===== src/psq_pkg.sv =====
// Package of constants and types for the program sequencer and address stack.
package psq_pkg;
  localparam int unsigned PC_W = 12;
  localparam logic [11:0] PC_RESET = 12'h000;
  localparam logic SL_RESET = 1'b0;
  localparam int unsigned LEN_W = 2;

  // Flow-control operation presented by instruction decode.
  typedef enum logic [7:0] {
    PSQ_OP_SEQ  = 8'h01,
    PSQ_OP_JMP  = 8'h02,
    PSQ_OP_JC   = 8'h04,
    PSQ_OP_JNC  = 8'h08,
    PSQ_OP_JF   = 8'h10,
    PSQ_OP_JNF  = 8'h20,
    PSQ_OP_CALL = 8'h40,
    PSQ_OP_RET  = 8'h80
  } psq_op_t;
endpackage : psq_pkg


===== src/psq_program_sequencer_stack.sv =====
// Program counter, one-level return address stack and stack level indicator.
// Operation
// - 12-bit counter holds next instruction address.
// - Sequential instructions advance by instruction length.
// - Jumps load operand destination address.
// - Call saves counter, then loads target.
// - Return restores saved address into counter.
// - Reset sets counter to zero.
// - Stack level increments on call, decrements return.
// - Reset clears stack level indicator.
// - Overflow or underflow forces system reset.
// - Only call, return, reset change level.
// - Return stack is 12 bits, kept after return.
`timescale 1ns/10ps
`default_nettype none

module psq_program_sequencer_stack #(
  parameter int unsigned PC_WIDTH = psq_pkg::PC_W
) (
  input wire logic core_clk,
  input wire logic rstn,
  input wire logic instr_exec,
  input wire logic [7:0] instr_op,
  input wire logic [psq_pkg::LEN_W-1:0] instr_len,
  input wire logic [PC_WIDTH-1:0] operand_addr,
  input wire logic carry_flag,
  input wire logic status_flag,
  output logic [PC_WIDTH-1:0] program_counter,
  output logic [PC_WIDTH-1:0] return_address_stack,
  output logic stack_level_indicator,
  output logic hang_reset
);

  // ---------------------------------------------------------------
  // Decode
  // ---------------------------------------------------------------
  logic [PC_WIDTH-1:0] pc_q;
  logic [PC_WIDTH-1:0] pc_d;
  logic [PC_WIDTH-1:0] ras_q;
  logic sl_q;
  logic hang_q;
  logic is_call;
  logic is_ret;
  logic fault;
  logic [PC_WIDTH-1:0] seq_pc;

  function automatic logic jump_taken(input logic [7:0] op, input logic cy, input logic f);
    case (op)
      psq_pkg::PSQ_OP_JMP: jump_taken = 1'b1;
      psq_pkg::PSQ_OP_JC: jump_taken = cy;
      psq_pkg::PSQ_OP_JNC: jump_taken = ~cy;
      psq_pkg::PSQ_OP_JF: jump_taken = f;
      psq_pkg::PSQ_OP_JNF: jump_taken = ~f;
      default: jump_taken = 1'b0;
    endcase
  endfunction : jump_taken

  assign is_call = instr_exec && (instr_op == psq_pkg::PSQ_OP_CALL);
  assign is_ret = instr_exec && (instr_op == psq_pkg::PSQ_OP_RET);
  assign seq_pc = pc_q + PC_WIDTH'(instr_len);
  // A second call at level one or a return at level zero means the core is lost.
  // While the hang pulse stands every instruction is ignored, so no new fault is
  // raised then; otherwise a return in that cycle would stretch the pulse.
  assign fault = !hang_q && ((is_call && sl_q) || (is_ret && !sl_q));

  always_comb begin
    pc_d = pc_q;
    if (instr_exec) begin
      if (is_call) begin
        pc_d = operand_addr;
      end else if (is_ret) begin
        pc_d = ras_q;
      end else if (jump_taken(instr_op, carry_flag, status_flag)) begin
        pc_d = operand_addr;
      end else begin
        pc_d = seq_pc;
      end
    end
  end

  // ---------------------------------------------------------------
  // Program counter
  // ---------------------------------------------------------------
  always_ff @(posedge core_clk or negedge rstn) begin
    if (!rstn) begin
      pc_q <= PC_WIDTH'(psq_pkg::PC_RESET);
    end else if (fault || hang_q) begin
      pc_q <= PC_WIDTH'(psq_pkg::PC_RESET);
    end else begin
      pc_q <= pc_d;
    end
  end

  // ---------------------------------------------------------------
  // Stack level and hang reset
  // ---------------------------------------------------------------
  always_ff @(posedge core_clk or negedge rstn) begin
    if (!rstn) begin
      sl_q <= psq_pkg::SL_RESET;
    end else if (fault || hang_q) begin
      sl_q <= psq_pkg::SL_RESET;
    end else if (is_call) begin
      sl_q <= 1'b1;
    end else if (is_ret) begin
      sl_q <= 1'b0;
    end
  end

  // The system reset pulse lasts one cycle; the rest of the core must honour it.
  always_ff @(posedge core_clk or negedge rstn) begin
    if (!rstn) begin
      hang_q <= 1'b0;
    end else begin
      hang_q <= fault;
    end
  end

  // ---------------------------------------------------------------
  // Return address stack
  // ---------------------------------------------------------------
  // Not reset: the saved address survives reset and return, as the stack RAM does.
  always_ff @(posedge core_clk) begin
    if (is_call && !sl_q && !hang_q) begin
      ras_q <= pc_q;
    end
  end

  assign program_counter = pc_q;
  assign return_address_stack = ras_q;
  assign stack_level_indicator = sl_q;
  assign hang_reset = hang_q;

endmodule : psq_program_sequencer_stack

`default_nettype wire


===== config.mk =====
export PLATFORM = sky130hd
export DESIGN_NAME = psq_program_sequencer_stack
export DESIGN_NICKNAME = d
export VERILOG_FILES = /design/src/psq_pkg.sv /design/src/psq_program_sequencer_stack.sv
export SDC_FILE = /design/constraint.sdc
export NUM_CORES = 1
export LEC_CHECK = 0
export ABC_CLOCK_PERIOD_IN_PS = 2009
export BUFFER_PORTS_ARGS = -buffer_cell sky130_fd_sc_hd__buf_2
export CORE_AREA = 2 2 63 65
export CTS_CLUSTER_DIAMETER = 80
export DETAILED_ROUTE_END_ITERATION = 10
export DIE_AREA = 0 0 65 67
export GPL_TIMING_DRIVEN = 0
export HOLD_SLACK_MARGIN = 0.02
export PLACE_DENSITY = 0.85
export SLEW_MARGIN = 20
export SYNTH_ARGS = -nofsm -noshare
export SYNTH_HDL_FRONTEND = slang
export SYNTH_SLANG_ARGS = --single-unit

===== constraint.sdc =====
create_clock -name core_clk -period 2.01 [get_ports core_clk]
set_clock_uncertainty 0.05 [all_clocks]
set_input_delay 0.201 -clock core_clk [delete_from_list [all_inputs] [get_ports core_clk]]
set_output_delay 0.201 -clock core_clk [all_outputs]
set_load 0.02 [all_outputs]

=== After elaboration in Yosys (flattened, before gate mapping) ===
Index checks and enable logic that the tools add are counted.
W data, S select, Z words.

* Bits in registers: 26
* Output and inout port bits: 26
* Word-level logic and storage cells: 39
* Bits of input ports: 27

* Add/sub/neg operators: 1
* Eq/ne operators: 7
* Muxes and demuxes: 12
* Bitwise operators: 2
* Reduce and logical (&&, ||, !) cells: 13

{| class="wikitable"
|+ Operator list
! cell !! number
|-
| $mux W12 || 5
|-
| $add A12 B2 Y12 || 1
|-
| $eq A8 B2 Y1 const B || 1
|-
| $eq A8 B3 Y1 const B || 1
|-
| $eq A8 B4 Y1 const B || 1
|-
| $eq A8 B5 Y1 const B || 1
|-
| $eq A8 B6 Y1 const B || 1
|-
| $eq A8 B7 Y1 const B || 1
|-
| $eq A8 B8 Y1 const B || 1
|-
| $logic_and A1 B1 Y1 || 7
|-
| $mux W1 || 6
|-
| $pmux W1 S5 || 1
|-
| $reduce_bool A3 Y1 || 1
|-
| $logic_not A1 Y1 || 2
|-
| $logic_or A1 B1 Y1 || 2
|-
| $not A1 Y1 || 2
|-
| $reduce_bool A2 Y1 || 1
|}

=== Logic depth before layout (Yosys ltp) ===
Gate-level depths: netlist of run 1.

* Depth in word-level cells: 10
* Depth in mapped cells: 8
* Depth with buffers taken out: 8

=== Worst setup path after synthesis of run 1 ===
OpenSTA, ideal clock, no wires.

* Kind: in2reg
* Start: input port instr_op[1]
* End: register ras_q[0] (netlist: return_address_stack[0]), enable pin
* Required time: 1.564 ns
* Stages: 4
* Library setup time: 0.396 ns
* Slack: -0.211 ns
* Path buffers: 0
* Arrival: 1.774 ns
* Cells stage by stage: nor3_2 -> and3_1 -> nand2_1 -> nor3_1

* Word-level cells in the longest chain between the ends: 4

{| class="wikitable"
|+ RTL lines
! what !! RTL line !! text
|-
| start, declared || psq_program_sequencer_stack.sv:23 || <nowiki>input wire logic [7:0] instr_op,</nowiki>
|-
| $eq A8 B7 Y1 || psq_program_sequencer_stack.sv:58 || <nowiki>assign is_call = instr_exec && (instr_op == psq_pkg::PSQ_OP_CALL);</nowiki>
|-
| $logic_and A1 B1 Y1 || psq_program_sequencer_stack.sv:58 ||
|-
| $logic_and A1 B1 Y1 (2 in series) || psq_program_sequencer_stack.sv:123 || <nowiki>if (is_call && !sl_q && !hang_q) begin</nowiki>
|-
| end signal, assigned || psq_program_sequencer_stack.sv:124 || <nowiki>ras_q <= pc_q;</nowiki>
|-
| end, declared || psq_program_sequencer_stack.sv:39 || <nowiki>logic [PC_WIDTH-1:0] ras_q;</nowiki>
|}

Every way passes these cells.
A chain may end at the register's enable or synchronous reset.

=== Final worst setup path of run 1 ===
* Start: register pc_q[0] (netlist: program_counter[0])
* End: register pc_q[10] (netlist: program_counter[10])

* Word-level cells in the longest chain between the ends: 6

{| class="wikitable"
|+ RTL lines
! what !! RTL line !! text
|-
| start, declared || psq_program_sequencer_stack.sv:37 || <nowiki>logic [PC_WIDTH-1:0] pc_q;</nowiki>
|-
| start signal, assigned || psq_program_sequencer_stack.sv:86 || <nowiki>pc_q <= PC_WIDTH'(psq_pkg::PC_RESET);</nowiki>
|-
| start signal, assigned || psq_program_sequencer_stack.sv:88 || <nowiki>pc_q <= PC_WIDTH'(psq_pkg::PC_RESET);</nowiki>
|-
| start signal, assigned || psq_program_sequencer_stack.sv:90 || <nowiki>pc_q <= pc_d;</nowiki>
|-
| $add A12 B2 Y12 || psq_program_sequencer_stack.sv:60 || <nowiki>assign seq_pc = pc_q + PC_WIDTH'(instr_len);</nowiki>
|-
| $mux W12 || psq_program_sequencer_stack.sv:73 || <nowiki>end else if (jump_taken(instr_op, carry_flag, status_flag)) begin</nowiki>
|-
| $mux W12 || psq_program_sequencer_stack.sv:71 || <nowiki>end else if (is_ret) begin</nowiki>
|-
| $mux W12 || psq_program_sequencer_stack.sv:69 || <nowiki>if (is_call) begin</nowiki>
|-
| $mux W12 || psq_program_sequencer_stack.sv:68 || <nowiki>if (instr_exec) begin</nowiki>
|-
| $mux W12 || psq_program_sequencer_stack.sv:87 || <nowiki>end else if (fault || hang_q) begin</nowiki>
|}

Every way passes these cells. The select of a mux whose other input is x is not followed.

==> results of run 1 <==
stage by stage:
stage               hold slack, ns  instances  utilization  setup TNS (ns)  total power, mW
CTS                         0.1426        263       0.5555               0            1.636
floorplan                  -0.1446        158            -               0            1.136
finish                      0.1385        266       0.5715               0            1.667
global placement           0.07938        258       0.5344          -6.333            1.311
detailed placement         0.07715        258       0.5344          -6.518            1.331
global route                0.1563        266       0.5715        -0.06294            1.777
worst reg2reg max path: stages, from the launching register on:
cell and delay (ns):
sky130_fd_sc_hd__dfrtp_2 0.43, sky130_fd_sc_hd__ha_4 0.18, sky130_fd_sc_hd__fa_2 0.39, sky130_fd_sc_hd__and3_4 0.20, sky130_fd_sc_hd__nand4_1 0.11, sky130_fd_sc_hd__xnor2_1 0.07
sky130_fd_sc_hd__mux2_2 0.26, sky130_fd_sc_hd__o21ai_1 0.11, sky130_fd_sc_hd__nand2_1 0.06
area by class of cell:
| class | count | share of cell area |
|---|---|---|
| Timing Repair Buffer | 56 | 0.1481 |
| Sequential cell | 26 | 0.3455 |
| Tap cell | 48 | 0.02914 |
| Clock buffer | 4 | 0.02186 |
| Multi-Input combinational cell | 124 | 0.4353 |
| Buffer | 4 | 0.01275 |
| Inverter | 4 | 0.007286 |
worst max path at each step:
stage	endpoint	slack [ns]	cells past startpoint
3_5_place_dp	return_address_stack[2]$_DFFE_PP_	-0.50	5
6_report	program_counter[10]$_DFFE_PN0P_	0.05	8
5_1_grt	program_counter[7]$_DFFE_PN0P_	-0.03	7
2_1_floorplan	program_counter[10]$_DFFE_PN0P_	0.05	8
4_1_cts	program_counter[10]$_DFFE_PN0P_	0.03	8
3_3_place_gp	return_address_stack[2]$_DFFE_PP_	-0.50	5
cells by family after synthesis:
| family | count (synthesis) |
|---|---|
| xor gates and xnor gates | 9 |
| muxes | 9 |
| buffers and inverters | 8 |
| DFF | 26 |
| AOI/OAI and AO/OA | 43 |
| and+or+nand+nor | 60 |
| adders and majority gates | 3 |
sequential cells by signal, indices dropped and copies added (netlist names):
register	count
hang_reset	1
program_counter	12
stack_level_indicator	1
return_address_stack	12
Yosys cell counts (2+ instances only):
master                     instances
sky130_fd_sc_hd__xnor2_1           6
sky130_fd_sc_hd__edfxtp_1         12
sky130_fd_sc_hd__clkbuf_1          2
sky130_fd_sc_hd__a21o_1            2
sky130_fd_sc_hd__nor2b_1           6
sky130_fd_sc_hd__nor2_1           12
sky130_fd_sc_hd__xor2_1            3
sky130_fd_sc_hd__ha_1              2
sky130_fd_sc_hd__nand4_1           2
sky130_fd_sc_hd__dfrtp_1          14
sky130_fd_sc_hd__nand2_1          15
sky130_fd_sc_hd__inv_1             4
sky130_fd_sc_hd__a221oi_1          2
sky130_fd_sc_hd__and3_1            2
sky130_fd_sc_hd__mux2_2            3
sky130_fd_sc_hd__nand3_1           4
sky130_fd_sc_hd__nor3_1            9
sky130_fd_sc_hd__o31ai_1           4
sky130_fd_sc_hd__o21ai_0           9
sky130_fd_sc_hd__a21oi_1           9
sky130_fd_sc_hd__o21ai_1           4
sky130_fd_sc_hd__a22oi_1           2
sky130_fd_sc_hd__mux2i_1           6
what timing repair did:
item | in CTS | in global routing
hold buffers | 1 | 0
setup buffers | 0 | 3
endpoints found under the setup margin | 16 | 19
pin swaps | 0 | 4
gates resized for setup | 4 | 5
endpoints found under the hold margin | 14 | 0
report_power, final:
part / total (mW) / switching (mW) / internal (mW)
sequential: 0.779 / 0.128 / 0.651
combinational: 0.582 / 0.317 / 0.265
clock: 0.306 / 0.164 / 0.142
cell usage in the layout (no fill, tap or decap), types with 2 or more instances in the layout:
cell,count
sky130_fd_sc_hd__buf_2,52
sky130_fd_sc_hd__nand2_1,15
sky130_fd_sc_hd__dfrtp_1,13
sky130_fd_sc_hd__nor2_1,12
sky130_fd_sc_hd__edfxtp_1,12
sky130_fd_sc_hd__nor3_1,8
sky130_fd_sc_hd__a21oi_1,8
sky130_fd_sc_hd__o21ai_0,7
sky130_fd_sc_hd__nor2b_1,6
sky130_fd_sc_hd__mux2i_1,6
sky130_fd_sc_hd__xnor2_1,6
sky130_fd_sc_hd__o21ai_1,6
sky130_fd_sc_hd__inv_1,4
sky130_fd_sc_hd__nand3_1,4
sky130_fd_sc_hd__o31ai_1,4
sky130_fd_sc_hd__buf_4,3
sky130_fd_sc_hd__clkbuf_1,3
sky130_fd_sc_hd__xor2_1,3
sky130_fd_sc_hd__mux2_2,3
sky130_fd_sc_hd__clkbuf_8,3
sky130_fd_sc_hd__nor3_4,2
sky130_fd_sc_hd__nand4_1,2
sky130_fd_sc_hd__a22oi_1,2
sky130_fd_sc_hd__a221oi_1,2
sky130_fd_sc_hd__a21o_1,2
metal layers:
layer,wire length (um),share of wire,up-vias
met2,1895,0.48,67
met1,1678,0.42,708
met3,358,0.090,6
li1,-,-,711
met4,31,0.0078,0
met5,0,0,-
==> key figures, run 1 <==
Clock network
  – Worst-skew pair later-pin latency: 0.27 ns
  – # H-tree levels: 1
  – CTS clk-pin slew, worst paths: 0.09 ns
  – CTS tree: done
  – Clock buffer count from CTS: 3
  – Clock root buffer: sky130_fd_sc_hd__clkbuf_8
  – Sink count of the clock tree: 26
  – Worst-case clock buffer depth: 2

Worst setup path
  – Standard cell with the maximum stage delay on the critical path: sky130_fd_sc_hd__dfrtp_2
  – Startpoint Class: register
  – Buf/Inv on CP: 0
  – Highest net fanout along the worst path: 3
  – Critical path endpoint category: register
  – Cell chain of the critical path: ha_4 > fa_2 > and3_4 > nand4_1 > xnor2_1 > mux2_2 > o21ai_1 > nand2_1
  – Worst R2R Start: program_counter[0]$_DFFE_PN0P_
  – Critical path's top delay family: adder cells
  – Critical R2R Capture: program_counter[10]$_DFFE_PN0P_
  – Worst endpoint data arrival time: 2.09 ns
  – Kind of critical path: register to register
  – Setup slack of the worst register-to-register path: 0.05 ns
  – Worst setup path start: program_counter[0]$_DFFE_PN0P_
  – Depth of the worst register-to-register path: 8
  – Highest cell delay on the worst timing path: 0.43 ns
  – CP required: 2.13 ns

Global routing
  – Overall track demand over capacity in global routing: 0.1938
  – Global-route wire length before repair: 6.437 mm
  – Met1 usage in global routing: 0.2574
  – Global-route layer with the greatest usage: met2
  – Via count of the first global-routing pass: 1409
  – Met2 track demand over resource in global routing: 0.3170
  – Gr ovfl total: 0
  – Number of antenna violations at the first check in global routing: 0
  – Met3 capacity usage during global routing: 0.05068
  – Largest net degree at the start of global routing: 15

Floorplanning
  – Die ar.: 4355 um2
  – Standard-cell row count: 22
  – Die height: 67 um
  – Horiz. Die Dim: 65 um
  – Initial cell density of the core: 0.4417
  – Core Region: 3606 um2
  – Io pins: 53

Timing
  – Final period utilization: 0.9768
  – Final Hold Violating Endpoints: 0
  – Worst slew slack as a fraction of its limit: 0.5864
  – Actual transition at the worst max-transition pin: 0.6183 ns
  – Number of slew-limit violations in the final report: 0
  – Slack of the critical path: 0.04665 ns
  – Setup repair after global routing missed its margin: true
  – Maximum achievable frequency: 0.5093 GHz
  – Minimum period implied by the final worst setup slack: 1.963 ns
  – Setup violation total in the final timing report: 0

Finish
  – Synth-to-layout area growth: 29.38%
  – Sequential cell area: 711.9 um2
  – Multi-input gate area: 897.1 um2
  – # nets final: 249
  – Non-Filler Cell Area, Final: 2061 um2
  – Final antenna diode count: 0
  – Share of post-route cells with drive strength above 1: 0.3578
  – Fill cells: 321

Logic synthesis
  – Proportion of netlist area held by the largest area contributor: 0.2262
  – Share of flip-flops with an asynchronous set or reset after synthesis: 0.5385
  – Post-synthesis share of cell area spent on and, or, nand and nor gates: 0.1980
  – Post-Syn Instances: 158
  – Most instantiated flip-flop cell in the synthesis netlist: sky130_fd_sc_hd__dfrtp_1
  – Mean cell area of the mapped netlist: 10.08 um2
  – Share of the synthesized area in compound gates (AO/OA/AOI/OAI): 0.1932
  – Ranking of synthesized cells by area: sky130_fd_sc_hd__edfxtp_1 (23%), sky130_fd_sc_hd__dfrtp_1 (22%), sky130_fd_sc_hd__mux2i_1 (3.8%)
  – Yosys warnings: 0
  – Cell area after technology mapping: 1593 um2
  – Count of flip-flops with a built-in enable after synthesis: 12
  – Net count of the mapped netlist: 188
  – Dominant cell type by area after synthesis: sky130_fd_sc_hd__edfxtp_1
  – Adder-cell share of the synthesized area: 0.02828
  – Synth Area in XOR/XNOR: 0.04949
  – Cell variety after synth: 47
  – Share of synthesized area spent on multiplexers: 0.05892
  – Main combinational cell family by area after synthesis: simple AND/OR/NAND/NOR gates
  – Sequential share of the synthesized area: 0.4462
  – Seq cells post-synth: 26

Routing
  – DRC violations left: 0
  – Total wirelength of the detailed-routed design: 3.964 mm
  – First-pass iteration count of the detailed router: 4
  – Drt initial violations: 79
  – Count of vias placed by the detailed router: 1492
  – Per-cell via count in the routed design: 5.609
  – Mean routed wirelength per cell: 14.90 um
  – Antenna Nets Post-Route: 0

Placement
  – Total cell area at the placement stage: 1927 um2
  – GP Congestion: 0.8332
  – Worst setup timing slack at the placement stage: -0.5004 ns
  – HPWL reported at the end of detailed placement: 2.943 mm
  – IO Port Bufs: 52

Power and ir drop
  – Areal power density over the cells: 809.2 nW/um2
  – Leak: 0.9061 nW
  – Worst vdd rail ir drop: 637.0 uV

Worst hold path
  – WHS Path Cells: 3
  – Worst min-delay path startpoint: operand_addr[3]
  – Type of the worst min-delay path: input port to register
  – Min-Delay Endpoint: program_counter[3]$_DFFE_PN0P_

Status
  – Result of the run: complete, no violations

Flow run
  – Max-cap violations: 0
No activity file was read; power rests on OpenSTA's default activity.
==> inputs of run 2 (changes only) <==
- CORE_AREA: 2 2 63 65 -> 2 2 71 73
- DIE_AREA: 0 0 65 67 -> 0 0 73 75
- PLACE_DENSITY: 0.85 -> 0.72
==> run 2 against run 1 <==
Net effect:
- sequential cell count is the same
- global-route usage shrank 3.9 points
- worst hold slack lost 0.0032 ns
- the run now ends with negative setup slack left
- highest routed layer unchanged
- largest power group unchanged
==> key figures, run 2 (synthesis results as in run 1) <==
Timing
  – Slack of the critical path: -0.006568 ns (was 0.04665 ns)
  – Setup repair after global routing missed its margin: true (unchanged)
  – Final Hold Violating Endpoints: 0 (unchanged)
  – Minimum period implied by the final worst setup slack: 2.017 ns (was 1.963 ns)
  – Final period utilization: 1.003 (was 0.9768)
  – Actual transition at the worst max-transition pin: 0.6273 ns (was 0.6183 ns)
  – Maximum achievable frequency: 0.4959 GHz (was 0.5093 GHz)
  – Setup violation total in the final timing report: 1 (was 0)
  – Worst slew slack as a fraction of its limit: 0.5804 (was 0.5864)
  – Number of slew-limit violations in the final report: 0 (unchanged)

Clock network
  – CTS clk-pin slew, worst paths: 0.09 ns (about the same)
  – Sink count of the clock tree: 26 (unchanged)
  – Clock root buffer: sky130_fd_sc_hd__clkbuf_8 (unchanged)
  – CTS tree: done (unchanged)
  – Worst-skew pair later-pin latency: 0.26 ns (was 0.27 ns)
  – Clock buffer count from CTS: 3 (unchanged)
  – Worst-case clock buffer depth: 2 (unchanged)
  – # H-tree levels: 1 (unchanged)

Finish
  – Share of post-route cells with drive strength above 1: 0.3641 (was 0.3578)
  – Commonest cells after routing, fill and taps aside: sky130_fd_sc_hd__buf_2 (52), sky130_fd_sc_hd__nand2_1 (15), sky130_fd_sc_hd__dfrtp_1 (13) (unchanged)
  – # nets final: 248 (was 249)
  – Layout Cells excl Fill: 271 (was 266)
  – Synth-to-layout area growth: 29.38% (unchanged)
  – Commonest non-fill, non-tap cell in the layout: sky130_fd_sc_hd__buf_2 (unchanged)
  – Post-layout util: 0.4421 (was 0.5715)
  – Final antenna diode count: 0 (unchanged)
  – Non-Filler Cell Area, Final: 2061 um2 (unchanged)

Worst setup path
  – Total number of cells along the worst setup path: 6 (was 8)
  – Cell chain of the critical path: buf_4 > mux2i_1 > a311oi_2 > o21ai_0 > o31a_1 > o31ai_1 (was ha_4 > fa_2 > and3_4 > nand4_1 > xnor2_1 > mux2_2 > o21ai_1 > nand2_1)
  – Startpoint Class: register (unchanged)
  – CP required: 2.14 ns (was 2.13 ns)
  – Depth of the worst register-to-register path: 6 (was 8)
  – Critical path's top delay family: compound AO/OA/AOI/OAI gates (was adder cells)
  – Highest cell delay on the worst timing path: 0.55 ns (was 0.43 ns)
  – Critical path endpoint category: register (unchanged)
  – Buf/Inv on CP: 1 (was 0)
  – Highest net fanout along the worst path: 6 (was 3)
  – Kind of critical path: register to register (unchanged)
  – Standard cell with the maximum stage delay on the critical path: sky130_fd_sc_hd__a311oi_2 (was sky130_fd_sc_hd__dfrtp_2)
  – Worst endpoint data arrival time: 2.14 ns (was 2.09 ns)

Routing
  – Per-cell via count in the routed design: 5.258 (was 5.609)
  – Mean routed wirelength per cell: 14.72 um (was 14.90 um)
  – DRC violations left: 0 (unchanged)
  – Total wirelength of the detailed-routed design: 3.988 mm (was 3.964 mm)
  – Count of vias placed by the detailed router: 1425 (was 1492)
  – Antenna Nets Post-Route: 0 (unchanged)
  – First-pass iteration count of the detailed router: 4 (unchanged)
  – Drt initial violations: 107 (was 79)

Placement
  – Cell count after placement: 264 (was 258)
  – IO Port Bufs: 52 (unchanged)
  – Total cell area at the placement stage: 1934 um2 (was 1927 um2)
  – HPWL reported at the end of detailed placement: 3.027 mm (was 2.943 mm)
  – GP Congestion: 0.8471 (was 0.8332)

Global routing
  – Global-route wire length before repair: 6.499 mm (was 6.437 mm)
  – Overall track demand over capacity in global routing: 0.1545 (was 0.1938)
  – Number of antenna violations at the first check in global routing: 0 (unchanged)
  – Met1 usage in global routing: 0.2142 (was 0.2574)
  – Met2 track demand over resource in global routing: 0.2382 (was 0.3170)
  – Met3 capacity usage during global routing: 0.03748 (was 0.05068)
  – Global-route layer with the greatest usage: met2 (unchanged)
  – Largest net degree at the start of global routing: 15 (unchanged)
  – Via count of the first global-routing pass: 1370 (was 1409)
  – Gr ovfl total: 0 (unchanged)

Floorplanning
  – Standard-cell row count: 25 (was 22)
  – Initial cell density of the core: 0.3417 (was 0.4417)
  – Die height: 75 um (was 67 um)
  – Die ar.: 5475 um2 (was 4355 um2)
  – Horiz. Die Dim: 73 um (was 65 um)
  – Core Region: 4661 um2 (was 3606 um2)
  – Io pins: 53 (unchanged)

Flow run
  – Max-cap violations: 0 (unchanged)

Power and ir drop
  – Total design power: 1.651 mW (was 1.667 mW)
  – Areal power density over the cells: 801.3 nW/um2 (was 809.2 nW/um2)
  – Worst vdd rail ir drop: 303.1 uV (was 637.0 uV)
  – Leak: 0.8904 nW (was 0.9061 nW)

Worst hold path
  – Type of the worst min-delay path: input port to register (unchanged)
  – WHS Path Cells: 3 (unchanged)

Status
  – Violations in the final reports: negative setup slack
  – Result of the run: finished with violations (was complete, no violations)
run 2: metal layers:
metal,vias up,share of wire
met1,660,0.47
met3,4,0.062
met5,-,0
li1,713,-
met2,48,0.45
met4,0,0.011
run 2: what timing repair did:
action | CTS | global route
buffers inserted | 1 | 1
hold endpoints to repair | 14 | 0
hold buffers | 1 | 0
pin swaps | 1 | 1
setup endpoints to repair | 16 | 6
gates resized for setup | 5 | 4
run 2: tightest hold or removal path, delay by kind of cell:
family                 cells  cell delay [ns]
buffers and inverters      1             0.08
AOI/OAI and AO/OA          2             0.13
run 2: layout make-up:
class / instances / area [um2]
tap: 54 / 67.56
clock buffer: 4 / 45.04
sequential: 26 / 711.9
fill: 467 / 2600
inverter: 4 / 15.01
multi-input combinational: 124 / 897.1
buffer: 4 / 26.28
timing repair buffer: 55 / 297.8
run 2: stage by stage:
| stage | hold WS, ns | worst slack (ns) | setup TNS, ns |
|---|---|---|---|
| finish | 0.1353 | -0.006568 | -0.006568 |
| global route | 0.1477 | -0.06078 | -0.07976 |
| CTS | 0.1330 | 0.0004312 | 0 |
| detailed placement | 0.07378 | -0.5870 | -7.639 |
| global placement | 0.07164 | -0.5455 | -7.100 |
| floorplan | -0.1446 | 0.04521 | 0 |
run 2: path summary, 6_finish.rpt:
check | startpoint | to | slack [ns]
max in group asynchronous | rstn | program_counter[0]$_DFFE_PN0P_ | 1.33
hold / removal | operand_addr[3] | program_counter[3]$_DFFE_PN0P_ | 0.14
min in group asynchronous | rstn | program_counter[1]$_DFFE_PN0P_ | 0.31
setup / recovery | stack_level_indicator$_DFFE_PN0P_ | program_counter[11]$_DFFE_PN0P_ | -0.007
hold reg to reg | program_counter[0]$_DFFE_PN0P_ | return_address_stack[0]$_DFFE_PP_ | 0.47
setup reg to reg | stack_level_indicator$_DFFE_PN0P_ | program_counter[11]$_DFFE_PN0P_ | -0.007
run 2: report_power, final:
group	switching (mW)	internal, mW	leakage (nW)
Combinational	0.310	0.260	0.575
Clock	0.161	0.142	0.0228
Sequential	0.128	0.651	0.293
Total	0.599	1.05	0.890
==> inputs of run 3 (changes only) <==
- CORE_AREA: 2 2 71 73 -> 2 2 99 53
- DIE_AREA: 0 0 73 75 -> 0 0 101 55
==> run 3 against run 2 <==
Net effect:
- the flow still finishes with violations (negative setup slack)
- highest routed layer unchanged
- total power is 4.1% higher
- fmax fell by 0.97%
- critical path type unchanged
- die area rose by 1.5%
- critical path depth up 2
- worst setup slack lost 0.020 ns
- worst hold slack gained 0.019 ns
- count of clock-buffer cells in the layout decreased by 1
==> key figures, run 3 (synthesis results as in run 1) <==
Timing
  – Final period utilization: 1.013 (was 1.003)
  – Maximum achievable frequency: 0.4911 GHz (was 0.4959 GHz)
  – Slack of the critical path: -0.02624 ns (was -0.006568 ns)
  – Worst slew slack as a fraction of its limit: 0.5730 (was 0.5804)
  – Setup repair after global routing missed its margin: true (unchanged)
  – Actual transition at the worst max-transition pin: 0.6383 ns (was 0.6273 ns)
  – Number of slew-limit violations in the final report: 0 (unchanged)
  – Setup violation total in the final timing report: 1 (unchanged)
  – Final Hold Violating Endpoints: 0 (unchanged)
  – Minimum period implied by the final worst setup slack: 2.036 ns (was 2.017 ns)
  – Setup tns final: -0.02624 ns (was -0.006568 ns)

Worst setup path
  – Worst endpoint data arrival time: 2.15 ns (was 2.14 ns)
  – Critical path endpoint category: register (unchanged)
  – Startpoint Class: register (unchanged)
  – Buf/Inv on CP: 0 (was 1)
  – Total number of cells along the worst setup path: 8 (was 6)
  – Standard cell with the maximum stage delay on the critical path: sky130_fd_sc_hd__dfrtp_2 (was sky130_fd_sc_hd__a311oi_2)
  – Setup slack of the worst register-to-register path: -0.03 ns (was -0.007 ns)
  – Kind of critical path: register to register (unchanged)
  – Highest cell delay on the worst timing path: 0.44 ns (was 0.55 ns)
  – Critical path's top delay family: adder cells (was compound AO/OA/AOI/OAI gates)
  – Worst setup path start: program_counter[0]$_DFFE_PN0P_ (was stack_level_indicator$_DFFE_PN0P_)
  – Highest net fanout along the worst path: 3 (was 6)
  – Cell chain of the critical path: ha_4 > fa_2 > and3_4 > nand4_1 > xnor2_1 > mux2_2 > o21ai_2 > nand2_1 (was buf_4 > mux2i_1 > a311oi_2 > o21ai_0 > o31a_1 > o31ai_1)
  – Depth of the worst register-to-register path: 8 (was 6)
  – Worst setup path endpoint: program_counter[10]$_DFFE_PN0P_ (was program_counter[11]$_DFFE_PN0P_)
  – CP required: 2.13 ns (was 2.14 ns)
  – Worst R2R Start: program_counter[0]$_DFFE_PN0P_ (was stack_level_indicator$_DFFE_PN0P_)
  – Critical R2R Capture: program_counter[10]$_DFFE_PN0P_ (was program_counter[11]$_DFFE_PN0P_)

Floorplanning
  – Die height: 55 um (was 75 um)
  – Core Region: 4730 um2 (was 4661 um2)
  – Io pins: 53 (unchanged)
  – Initial cell density of the core: 0.3368 (was 0.3417)
  – Horiz. Die Dim: 101 um (was 73 um)
  – Standard-cell row count: 18 (was 25)
  – Die ar.: 5555 um2 (was 5475 um2)

Clock network
  – CTS clk-pin slew, worst paths: 0.09 ns (about the same)
  – Worst-skew pair later-pin latency: 0.27 ns (was 0.26 ns)
  – CTS tree: done (unchanged)
  – Worst-case clock buffer depth: 2 (unchanged)
  – # H-tree levels: 1 (unchanged)
  – Clock root buffer: sky130_fd_sc_hd__clkbuf_8 (unchanged)
  – Sink count of the clock tree: 26 (unchanged)
  – Clock buffer count from CTS: 3 (unchanged)

Global routing
  – Overall track demand over capacity in global routing: 0.1744 (was 0.1545)
  – Largest net degree at the start of global routing: 15 (unchanged)
  – Global-route wire length before repair: 7.051 mm (was 6.499 mm)
  – Gr ovfl total: 0 (unchanged)
  – Number of antenna violations at the first check in global routing: 0 (unchanged)
  – Via count of the first global-routing pass: 1349 (was 1370)

Finish
  – Share of post-route cells with drive strength above 1: 0.4027 (was 0.3641)
  – # nets final: 252 (was 248)
  – Layout Cells excl Fill: 281 (was 271)
  – Commonest cells after routing, fill and taps aside: sky130_fd_sc_hd__buf_2 (52), sky130_fd_sc_hd__nand2_1 (15), sky130_fd_sc_hd__edfxtp_1 (12) (was sky130_fd_sc_hd__buf_2 (52), sky130_fd_sc_hd__nand2_1 (15), sky130_fd_sc_hd__dfrtp_1 (13))
  – Non-Filler Cell Area, Final: 2116 um2 (was 2061 um2)
  – Synth-to-layout area growth: 32.84% (was 29.38%)
  – Commonest non-fill, non-tap cell in the layout: sky130_fd_sc_hd__buf_2 (unchanged)
  – Final antenna diode count: 0 (unchanged)
  – Fill cells: 464 (was 467)

Placement
  – GP Congestion: 0.8380 (was 0.8471)
  – Cell count after placement: 270 (was 264)
  – IO Port Bufs: 52 (unchanged)
  – HPWL reported at the end of detailed placement: 3.506 mm (was 3.027 mm)
  – Worst setup timing slack at the placement stage: -0.5552 ns (was -0.5870 ns)
  – Total cell area at the placement stage: 1942 um2 (was 1934 um2)

Routing
  – DRC violations left: 0 (unchanged)
  – Drt initial violations: 130 (was 107)
  – Per-cell via count in the routed design: 5.470 (was 5.258)
  – Antenna Nets Post-Route: 0 (unchanged)
  – First-pass iteration count of the detailed router: 4 (unchanged)
  – Total wirelength of the detailed-routed design: 4.874 mm (was 3.988 mm)
  – Mean routed wirelength per cell: 17.35 um (was 14.72 um)
  – Count of vias placed by the detailed router: 1537 (was 1425)

Power and ir drop
  – Total design power: 1.718 mW (was 1.651 mW)
  – Worst vdd rail ir drop: 380.7 uV (was 303.1 uV)
  – Leak: 0.9075 nW (was 0.8904 nW)
  – Areal power density over the cells: 812.1 nW/um2 (was 801.3 nW/um2)

Flow run
  – Max-cap violations: 0 (unchanged)

Worst hold path
  – Type of the worst min-delay path: input port to register (unchanged)

Status
  – Result of the run: finished with violations (unchanged)
  – Violations in the final reports: negative setup slack (unchanged)
-- run 3: layout make-up --
type,instances,area (um2),area share
multi-input combinational,124,923.4,0.4364
buffer,4,26.28,0.01242
timing repair buffer,59,315.3,0.1490
clock inverter,1,3.754,0.001774
sequential,26,715.7,0.3383
clock buffer,3,41.29,0.01952
inverter,4,15.01,0.007096
tap,60,75.07,0.03548
-- run 3: tightest hold or removal path: stages --
cell	delay [ns]
sky130_fd_sc_hd__buf_2	0.09
sky130_fd_sc_hd__a32oi_1	0.08
sky130_fd_sc_hd__o31ai_1	0.07
-- run 3: power by group --
group / switching [mW] / leakage [nW] / internal, mW
logic: 0.340 / 0.595 / 0.281
registers: 0.142 / 0.289 / 0.657
clock network: 0.162 / 0.0231 / 0.137
-- run 3: how the worst min path moves through the flow --
stage | from | end | slack, ns | cells after the start
after global routing | operand_addr[3] | program_counter[3]$_DFFE_PN0P_ | 0.17 | 3
after CTS | operand_addr[3] | program_counter[3]$_DFFE_PN0P_ | 0.15 | 3
final | operand_addr[3] | program_counter[3]$_DFFE_PN0P_ | 0.15 | 3
after detailed placement | rstn | program_counter[2]$_DFFE_PN0P_ | 0.08 | 1
after global placement | rstn | program_counter[2]$_DFFE_PN0P_ | 0.08 | 1
after floorplan | rstn | hang_reset$_DFF_PN0_ | -0.14 | 0
-- run 3: metal layers --
metal,track usage,up-vias,wire length [um]
met3,0.05151,7,451
met5,0,-,0
li1,-,720,-
met1,0.2568,747,2295
met2,0.2556,63,2100
met4,0.03153,0,27
-- run 3: per-stage QoR --
stage | hold WS [ns] | util
5_1_grt | 0.1699 | 0.4474
6_report | 0.1545 | 0.4474
4_1_cts | 0.1510 | 0.4339
3_5_place_dp | 0.07895 | 0.4106
3_3_place_gp | 0.08041 | 0.4106
2_1_floorplan | -0.1446 | -
-- run 3: repair_timing --
item,CTS,global route
hold buffers,1,0
hold endpoints to repair,14,0
resized for setup,6,11
buffers inserted,4,2
setup endpoints to repair,19,4
pin swaps,3,7
gates cloned,0,0
